$ cat src/seq_cfg_pkg.sv
// Summary of operation
// - each slot holds a 3-bit source code: ground, two senses, two inputs, temperature
// - odd slot code in bits 10..8, even slot code in bits 2..0, rest reserved
// - sixty-three slot-pair registers sit at consecutive indexes 40h through 7Eh
// - bounds register at 7Fh resets to 0004h: start 14..8 zero, stop 6..0 four
package seq_cfg_pkg;
    localparam int PTR_W = 7;
    localparam int CODE_W = 3;
    localparam int REG_W = 16;
    localparam int SLOT_COUNT = 126;
    localparam int MIN_ADDR_W = 9;

    // register indexes; byte address is four times the index
    localparam logic [6:0] PAIR_FIRST_IDX = 7'h40;
    localparam logic [6:0] PAIR_LAST_IDX = 7'h7E;
    localparam logic [6:0] BOUNDS_IDX = 7'h7F;
    localparam int IDX_LSB = 2;
    localparam int IDX_MSB = 8;

    // field positions
    localparam int ODD_CODE_LSB = 8;
    localparam int EVEN_CODE_LSB = 0;
    localparam int START_PTR_LSB = 8;
    localparam int STOP_PTR_LSB = 0;

    // reset values
    localparam logic [PTR_W-1:0] START_PTR_RESET = 7'h00;
    localparam logic [PTR_W-1:0] STOP_PTR_RESET = 7'h04;

    localparam logic [1:0] RESP_OKAY = 2'h0;
    localparam logic [1:0] RESP_SLVERR = 2'h2;

    typedef enum logic [CODE_W-1:0] {
        SRC_GROUND = 3'h0,
        SRC_FIRST_CURRENT_SENSE = 3'h1,
        SRC_SECOND_CURRENT_SENSE = 3'h2,
        SRC_FIRST_EXTERNAL_INPUT = 3'h3,
        SRC_SECOND_EXTERNAL_INPUT = 3'h4,
        SRC_TEMPERATURE_SENSOR = 3'h5
    } source_t;

    // one slot handed to the conversion engine
    typedef struct packed {
        logic valid;
        logic [PTR_W-1:0] index;
        logic [CODE_W-1:0] code;
    } slot_t;

    typedef enum logic [2:0] {
        SEQ_IDLE = 3'b001,
        SEQ_FETCH = 3'b010,
        SEQ_PRESENT = 3'b100
    } seq_state_t;
endpackage : seq_cfg_pkg

$ cat src/adc_custom_sequence_config.sv
`timescale 1ns/1ps
module adc_custom_sequence_config #(
    parameter int AW = 12 // AXI address width
) (
    input wire logic ref_clk, // system clock
    input wire logic rst, // async reset, high
    input wire logic [AW-1:0] s_axi_awaddr, // write address
    input wire logic s_axi_awvalid, // write address valid
    output logic s_axi_awready, // write address ready
    input wire logic [31:0] s_axi_wdata, // write data
    input wire logic [3:0] s_axi_wstrb, // byte strobes
    input wire logic s_axi_wvalid, // write data valid
    output logic s_axi_wready, // write data ready
    output logic [1:0] s_axi_bresp, // write response
    output logic s_axi_bvalid, // write response valid
    input wire logic s_axi_bready, // write response ready
    input wire logic [AW-1:0] s_axi_araddr, // read address
    input wire logic s_axi_arvalid, // read address valid
    output logic s_axi_arready, // read address ready
    output logic [31:0] s_axi_rdata, // read data
    output logic [1:0] s_axi_rresp, // read response
    output logic s_axi_rvalid, // read data valid
    input wire logic s_axi_rready, // read data ready
    input wire logic seqStart, // pulse: start a sequencer pass
    input wire logic convAck, // engine accepted presented slot
    output seq_cfg_pkg::slot_t slot, // slot for the conversion engine
    output logic seqBusy // sequencer pass running
);
    import seq_cfg_pkg::*;

    if (AW < MIN_ADDR_W || AW > 32) begin : g_aw_check
        $error("AW must be between 9 and 32");
    end

    typedef struct packed {
        logic awReady;
        logic wReady;
        logic awHeld;
        logic wHeld;
        logic [AW-1:0] wAddr;
        logic [REG_W-1:0] wData;
        logic [1:0] wStrb;
        logic bValid;
        logic [1:0] bResp;
        logic arReady;
        logic rValid;
        logic [REG_W-1:0] rData;
        logic [1:0] rResp;
        logic [PTR_W-1:0] startPtr;
        logic [PTR_W-1:0] stopPtr;
    } bus_t;

    bus_t s_reg;
    bus_t s_next;

    // slot codes; pair register p holds slots 2p and 2p+1
    logic [CODE_W-1:0] slotTable [SLOT_COUNT];
    logic tblWe;
    logic [PTR_W-1:0] tblEvenSlot;
    logic [PTR_W-1:0] lookIdx;
    logic [CODE_W-1:0] codeAtPtr;

    // mapped: word aligned and inside the sixty-four register window
    function automatic logic addrOk(input logic [AW-1:0] a);
        addrOk = (a[1:0] == 2'h0) && ((a >> IDX_LSB) >= AW'(PAIR_FIRST_IDX))
            && ((a >> IDX_LSB) <= AW'(BOUNDS_IDX));
    endfunction : addrOk

    function automatic logic [PTR_W-1:0] evenSlotOf(input logic [6:0] idx);
        logic [6:0] pairNo;
        pairNo = idx - PAIR_FIRST_IDX;
        // pair number stays below 64, so dropping its top bit loses nothing
        evenSlotOf = {pairNo[PTR_W-2:0], 1'b0};
    endfunction : evenSlotOf

    // bus handshakes, register writes and read mux
    always_comb begin
        logic [6:0] idx;
        logic [PTR_W-1:0] es;
        idx = '0;
        es = '0;
        s_next = s_reg;
        tblWe = 1'b0;
        tblEvenSlot = '0;
        if (s_reg.awReady && s_axi_awvalid) begin
            s_next.awReady = 1'b0;
            s_next.awHeld = 1'b1;
            s_next.wAddr = s_axi_awaddr;
        end
        if (s_reg.wReady && s_axi_wvalid) begin
            s_next.wReady = 1'b0;
            s_next.wHeld = 1'b1;
            s_next.wData = s_axi_wdata[REG_W-1:0]; // upper lanes unused
            s_next.wStrb = s_axi_wstrb[1:0];
        end
        // both halves present: commit and answer
        if (s_reg.awHeld && s_reg.wHeld) begin
            idx = s_reg.wAddr[IDX_MSB:IDX_LSB];
            s_next.awHeld = 1'b0;
            s_next.wHeld = 1'b0;
            s_next.bValid = 1'b1;
            s_next.bResp = addrOk(s_reg.wAddr) ? RESP_OKAY : RESP_SLVERR;
            if (addrOk(s_reg.wAddr) && idx == BOUNDS_IDX) begin
                if (s_reg.wStrb[0]) begin
                    s_next.stopPtr = s_reg.wData[STOP_PTR_LSB +: PTR_W];
                end
                if (s_reg.wStrb[1]) begin
                    s_next.startPtr = s_reg.wData[START_PTR_LSB +: PTR_W];
                end
            end else if (addrOk(s_reg.wAddr)) begin
                tblWe = 1'b1;
                tblEvenSlot = evenSlotOf(idx);
            end
        end
        if (s_reg.bValid && s_axi_bready) begin
            s_next.bValid = 1'b0;
            s_next.awReady = 1'b1;
            s_next.wReady = 1'b1;
        end
        if (s_reg.arReady && s_axi_arvalid) begin
            idx = s_axi_araddr[IDX_MSB:IDX_LSB];
            es = evenSlotOf(idx);
            s_next.arReady = 1'b0;
            s_next.rValid = 1'b1;
            s_next.rResp = RESP_OKAY;
            s_next.rData = '0; // reserved bits read zero
            if (!addrOk(s_axi_araddr)) begin
                s_next.rResp = RESP_SLVERR;
            end else if (idx == BOUNDS_IDX) begin
                s_next.rData[START_PTR_LSB +: PTR_W] = s_reg.startPtr;
                s_next.rData[STOP_PTR_LSB +: PTR_W] = s_reg.stopPtr;
            end else begin
                s_next.rData[ODD_CODE_LSB +: CODE_W] = slotTable[es + 7'h01];
                s_next.rData[EVEN_CODE_LSB +: CODE_W] = slotTable[es];
            end
        end
        if (s_reg.rValid && s_axi_rready) begin
            s_next.rValid = 1'b0;
            s_next.arReady = 1'b1;
        end
    end

    always_ff @(posedge ref_clk or posedge rst) begin
        if (rst) begin
            s_reg <= '0;
            s_reg.awReady <= 1'b1;
            s_reg.wReady <= 1'b1;
            s_reg.arReady <= 1'b1;
            s_reg.startPtr <= START_PTR_RESET;
            s_reg.stopPtr <= STOP_PTR_RESET;
        end else begin
            s_reg <= s_next;
        end
    end

    // table storage, byte lanes steer the two codes independently
    always_ff @(posedge ref_clk or posedge rst) begin
        if (rst) begin
            for (int i = 0; i < SLOT_COUNT; i++) begin
                slotTable[i] <= SRC_GROUND;
            end
        end else if (tblWe) begin
            if (s_reg.wStrb[0]) begin
                slotTable[tblEvenSlot] <= s_reg.wData[EVEN_CODE_LSB +: CODE_W];
            end
            if (s_reg.wStrb[1]) begin
                slotTable[tblEvenSlot + 7'h01] <= s_reg.wData[ODD_CODE_LSB +: CODE_W];
            end
        end
    end

    // pointers 126 and 127 have no slot behind them; they read as ground
    assign codeAtPtr = (lookIdx < 7'(SLOT_COUNT)) ? slotTable[lookIdx] : SRC_GROUND;

    slot_sequencer u_seq (
        .ref_clk(ref_clk),
        .rst(rst),
        .seqStart(seqStart),
        .convAck(convAck),
        .startPtr(s_reg.startPtr),
        .stopPtr(s_reg.stopPtr), // stop below start ends after one slot
        .codeAtPtr(codeAtPtr),
        .lookIdx(lookIdx),
        .slot(slot),
        .seqBusy(seqBusy)
    );

    assign s_axi_awready = s_reg.awReady;
    assign s_axi_wready = s_reg.wReady;
    assign s_axi_bvalid = s_reg.bValid;
    assign s_axi_bresp = s_reg.bResp;
    assign s_axi_arready = s_reg.arReady;
    assign s_axi_rvalid = s_reg.rValid;
    assign s_axi_rresp = s_reg.rResp;
    assign s_axi_rdata = {16'h0000, s_reg.rData};

    // helper: a write with address bits 8..2 at 7Fh has completed since reset, aligned and mapped or not
    logic boundsWritten;
    always_ff @(posedge ref_clk or posedge rst) begin
        if (rst) begin
            boundsWritten <= 1'b0;
        end else if (s_reg.awHeld && s_reg.wHeld && s_reg.wAddr[IDX_MSB:IDX_LSB] == BOUNDS_IDX) begin
            boundsWritten <= 1'b1;
        end
    end

    // helper: an aligned bounds write commits this cycle
    logic boundsCommit;
    assign boundsCommit = s_reg.awHeld && s_reg.wHeld && s_reg.wAddr[1:0] == 2'h0
        && (s_reg.wAddr >> IDX_LSB) == AW'(BOUNDS_IDX);

    // helper: even slot behind the read address, worked out apart from evenSlotOf
    logic [PTR_W-1:0] rdEvenSlot;
    assign rdEvenSlot = PTR_W'((s_axi_araddr >> 1) - AW'({PAIR_FIRST_IDX, 1'b0}));

    // helper: the two table codes a pair read should return
    logic [CODE_W-1:0] rdEvenCode;
    logic [CODE_W-1:0] rdOddCode;
    assign rdEvenCode = (rdEvenSlot < PTR_W'(SLOT_COUNT)) ? slotTable[rdEvenSlot] : SRC_GROUND;
    assign rdOddCode = (rdEvenSlot < PTR_W'(SLOT_COUNT - 1)) ? slotTable[rdEvenSlot + 7'h01] : SRC_GROUND;
endmodule : adc_custom_sequence_config

$ cat src/slot_sequencer.sv
`timescale 1ns/1ps
module slot_sequencer (
    input wire logic ref_clk, // system clock
    input wire logic rst, // async reset, high
    input wire logic seqStart, // pulse: begin a pass
    input wire logic convAck, // engine took the presented slot
    input wire logic [seq_cfg_pkg::PTR_W-1:0] startPtr, // first slot
    input wire logic [seq_cfg_pkg::PTR_W-1:0] stopPtr, // last slot
    input wire logic [seq_cfg_pkg::CODE_W-1:0] codeAtPtr, // table code at lookIdx
    output logic [seq_cfg_pkg::PTR_W-1:0] lookIdx, // table lookup index
    output seq_cfg_pkg::slot_t slot, // presented slot
    output logic seqBusy // pass in progress
);
    import seq_cfg_pkg::*;

    typedef struct packed {
        seq_state_t state;
        logic [PTR_W-1:0] ptr;
        logic [PTR_W-1:0] stop;
        slot_t slot;
        logic busy;
    } seq_t;

    seq_t s_reg;
    seq_t s_next;

    // walk the table one slot per accepted conversion
    always_comb begin
        s_next = s_reg;
        case (s_reg.state)
            SEQ_IDLE: begin
                if (seqStart) begin
                    s_next.ptr = startPtr;
                    s_next.stop = stopPtr; // bounds frozen for the pass
                    s_next.state = SEQ_FETCH;
                end
            end
            SEQ_FETCH: begin
                s_next.slot.code = codeAtPtr;
                s_next.slot.index = s_reg.ptr;
                s_next.slot.valid = 1'b1;
                s_next.state = SEQ_PRESENT;
            end
            SEQ_PRESENT: begin
                if (convAck) begin
                    s_next.slot.valid = 1'b0;
                    // >= also ends a pass that software misprogrammed
                    if (s_reg.ptr >= s_reg.stop) begin
                        s_next.state = SEQ_IDLE;
                    end else begin
                        s_next.ptr = s_reg.ptr + 7'h01;
                        s_next.state = SEQ_FETCH;
                    end
                end
            end
            default: s_next.state = SEQ_IDLE;
        endcase
        // busy kept in a flop so the port needs no decode after the register
        s_next.busy = (s_next.state != SEQ_IDLE);
    end

    always_ff @(posedge ref_clk or posedge rst) begin
        if (rst) begin
            s_reg <= '{state: SEQ_IDLE, ptr: '0, stop: '0, slot: '0, busy: 1'b0};
        end else begin
            s_reg <= s_next;
        end
    end

    assign lookIdx = s_reg.ptr;
    assign slot = s_reg.slot;
    assign seqBusy = s_reg.busy;
endmodule : slot_sequencer

$ cat config.mk
export PLATFORM = sky130hd
export DESIGN_NAME = adc_custom_sequence_config
export DESIGN_NICKNAME = d
export VERILOG_FILES = /design/src/seq_cfg_pkg.sv /design/src/adc_custom_sequence_config.sv /design/src/slot_sequencer.sv
export SDC_FILE = /design/constraint.sdc
export NUM_CORES = 1
export LEC_CHECK = 0
export BUFFER_PORTS_ARGS = -buffer_cell sky130_fd_sc_hd__buf_2
export CORE_ASPECT_RATIO = 0.75
export CORE_UTILIZATION = 60
export CTS_BUF_LIST = sky130_fd_sc_hd__clkbuf_4 sky130_fd_sc_hd__clkbuf_8 sky130_fd_sc_hd__clkbuf_16
export DETAILED_ROUTE_END_ITERATION = 12
export PLACE_DENSITY = 0.78
export SLEW_MARGIN = 20
export SYNTH_ARGS = -nofsm -noshare
export SYNTH_HDL_FRONTEND = slang
export SYNTH_SLANG_ARGS = --single-unit
export TNS_END_PERCENT = 5
$ cat constraint.sdc
create_clock -name ref_clk -period 25.1 [get_ports ref_clk]
set_clock_uncertainty 0.2 [all_clocks]
set_input_delay 6.275 -clock ref_clk [delete_from_list [all_inputs] [get_ports ref_clk]]
set_output_delay 6.275 -clock ref_clk [all_outputs]
set_load 0.03 [all_outputs]
==> impl_metrics.ini <==
[drt]
wire_per_inst_um = 29.7
drc = 0
via_count = 17323
avgViaCountPerCell = 7.07
firstDrtPassIters = 5
drt_iter0_drc = 2308
wirelength_um = 72900
antenna_left = 0

[floorplanning]
dieWidth_um = 240
fp-row-count = 64
core_area_mm2 = 0.0412
initial_core_util_pct = 61.7
die_height_um = 180
die_area_mm2 = 0.0432
boundaryPins = 122

[power_and_ir_drop]
power.density_mw_per_mm2 = 71.7
total_power_mw = 1.97
ir_worst_vdd_mv = 0.135
leakage_nw = 12.4

[status]
status = finished clean

[placement]
dpl.cell_count = 2365
hpwl_um = 49600
port_buffers = 81
place_area_mm2 = 0.0259
routabilityCongestion = 0.981

[logic_synthesis]
synth_top_area_cell = dfrtp_1
synthTopCellsByArea = dfrtp_1 46%, mux2_2 18%, mux4_2 17%, mux2i_1 2.0%, nand2_1 1.6%
synth.cell_area_mm2 = 0.0254
synth_edf_count = 0
yosysWarnings = 0
ys_async_sr_fraction_pct = 100
synth_ff_type = dfrtp_1
ys_ff_latch = 472
seq_area_frac_synth_pct = 46.5
yosysUniqueCellTypes = 70
synth_top_area_share_pct = 46.0
netlist_instances = 1868
syn_area_per_cell_um2 = 13.6

[grt]
grt_usage_pct = 35.0
grt_max_degree = 188
grt_pass1_wl_um = 112000
grt_pass1_vias = 17659
overflow = 0
antenna_found_initial = 2

[clock_tree]
cts_buffer_depth = 3
path_clk_slew_ns = 0.07
clock-sinks = 472
cts-root-buf = clkbuf_16
cts_max_level = 2
postCtsResizedCells = 0
cts_setup_buffers = 0
hold_buffers = 0
clock_latency_ns = 0.58
tritoncts = built
cts_buffers = 46

[worst_hold_path]
hp-class = flip-flop to flip-flop
holdPathEnd = u_seq.slot[5]$_DFFE_PP0P_
hold_path.startpoint = u_seq.slot[5]$_DFFE_PP0P_
min_path_cells = 2

[flow_run]
cap_violations = 0

[critical_path]
worstPathRequired_ns = 25.32
r2r-end = slotTable[153]$_DFFE_PP0P_
critical_path_class = input port to flip-flop
crit_fanout = 48
cp-end-kind = flip-flop
r2r_setup_slack_ns = 20.93
r2r_start = s_reg[63]$_DFFE_PP0P_
critPathArrivalTime_ns = 9.38
crit_start = s_axi_araddr[2]
start_kind = input port
rr_worst_depth = 5

[layout]
areaGrowthSynthToFinish_pct = 8.07
largest_reg_flops = 378
fill_cells = 2913
nets = 1930
final_cell_mix = 457 x dfrtp_1, 416 x mux2_2, 190 x mux4_2, 108 x nand2_1, 104 x nor2_1
drive_gt1_share_pct = 45.2
fin_area_mm2 = 0.0275
fin_cells = 2450
final_common_cell = dfrtp_1

[timing]
fmax_mhz = 109
slew_viol_final = 0
fin_crit_sh_pct = 36.5
rsz0062_at_grt = no
relSlewSlack_pct = 21.3
finalSetupTns_ns = 0
fin_crit_ns = 9.16
finalSetupViolCount = 0
worst_pin_slew_ns = 1.18
finalHoldViolCount = 0
## logic make-up after synthesis
group,after synthesis,synth area share [%]
other,1,0.0147
and+or+nand+nor,353,7.13
AOI/OAI and AO/OA,160,4.21
buffers and inverters,206,4.04
adders and majority gates,8,0.394
muxes,668,37.7
DFF,472,46.5
## critical path: stages
cell and delay, ns:
buf_6 0.49, buf_4 0.80, mux4_2 0.67, mux2i_1 0.18
o22ai_1 0.18, o32ai_1 0.51, a32oi_1 0.17
## power breakdown
part	internal, mW	leakage [nW]	total [mW]	switching [mW]
Clock	0.418	0.791	0.722	0.304
Combinational	0.116	5.17	0.334	0.217
Sequential	0.797	6.49	0.915	0.118
Total	1.33	12.4	1.97	0.639
## per-stage QoR
step / hold slack [ns] / worst slack, ns / utilization [%]
global placement: 0.257 / 15.51 / 62.8
floorplan: 0.247 / 5.47 / -
CTS: 0.281 / 15.96 / 66.6
finish: 0.277 / 15.94 / 66.6
detailed placement: 0.268 / 15.43 / 62.8
global route: 0.311 / 15.74 / 66.6
## per-layer routing
layer  vias up  global-route usage [%]  part of all wire (%)
met5         -                    2.02                  0.16
met4         2                    11.1                   3.4
met2      1120                    50.2                    44
met1      9114                    49.9                    40
met3       175                    12.4                    13
li1       6912                       -                     -
## synth_stat cells, types with 7 or more instances
library cell  number
dfrtp_1          467
mux2_2           416
mux4_2           190
nand2_1          108
nor2_1           104
clkbuf_1          81
buf_4             52
mux2i_1           50
o21ai_0           42
buf_2             41
a21oi_1           27
nor2b_1           24
nand3_1           19
inv_1             17
buf_1             14
nand2b_1          14
a211oi_1          13
mux2_1            12
nor3_1            12
a22oi_1           11
nor2_2            11
nor2_4            11
nand4_1            9
a22o_1             8
a31oi_1            8
ha_1               8
o211ai_1           8
and2_1             7
## how the worst max path moves through the flow
stage / endpoint / slack (ns) / cells past startpoint
floorplan: s_axi_bresp[1]$_DFFE_PP0P_ / 5.47 / 1
global placement: s_axi_rdata[8]$_DFFE_PP0P_ / 15.51 / 7
detailed placement: s_axi_rdata[10]$_DFFE_PP0P_ / 15.43 / 6
CTS: s_axi_rdata[8]$_DFFE_PP0P_ / 15.96 / 7
global route: s_axi_rdata[8]$_DFFE_PP0P_ / 15.74 / 7
finish: s_axi_rdata[8]$_DFFE_PP0P_ / 15.94 / 7
## cell type report
type | count | area [um2] | share of cell area (%)
flip-flops and latches | 472 | 11800 | 43.1
repair buffers | 107 | 644 | 2.34
multi-input cells | 1209 | 12700 | 46.1
clock buffers | 68 | 1400 | 5.10
clock inverters | 15 | 160 | 0.583
well taps | 561 | 702 | 2.55
inverters | 17 | 71.3 | 0.259
diodes | 1 | 2.50 | 0.00910
(Power assumes the default switching activity.)
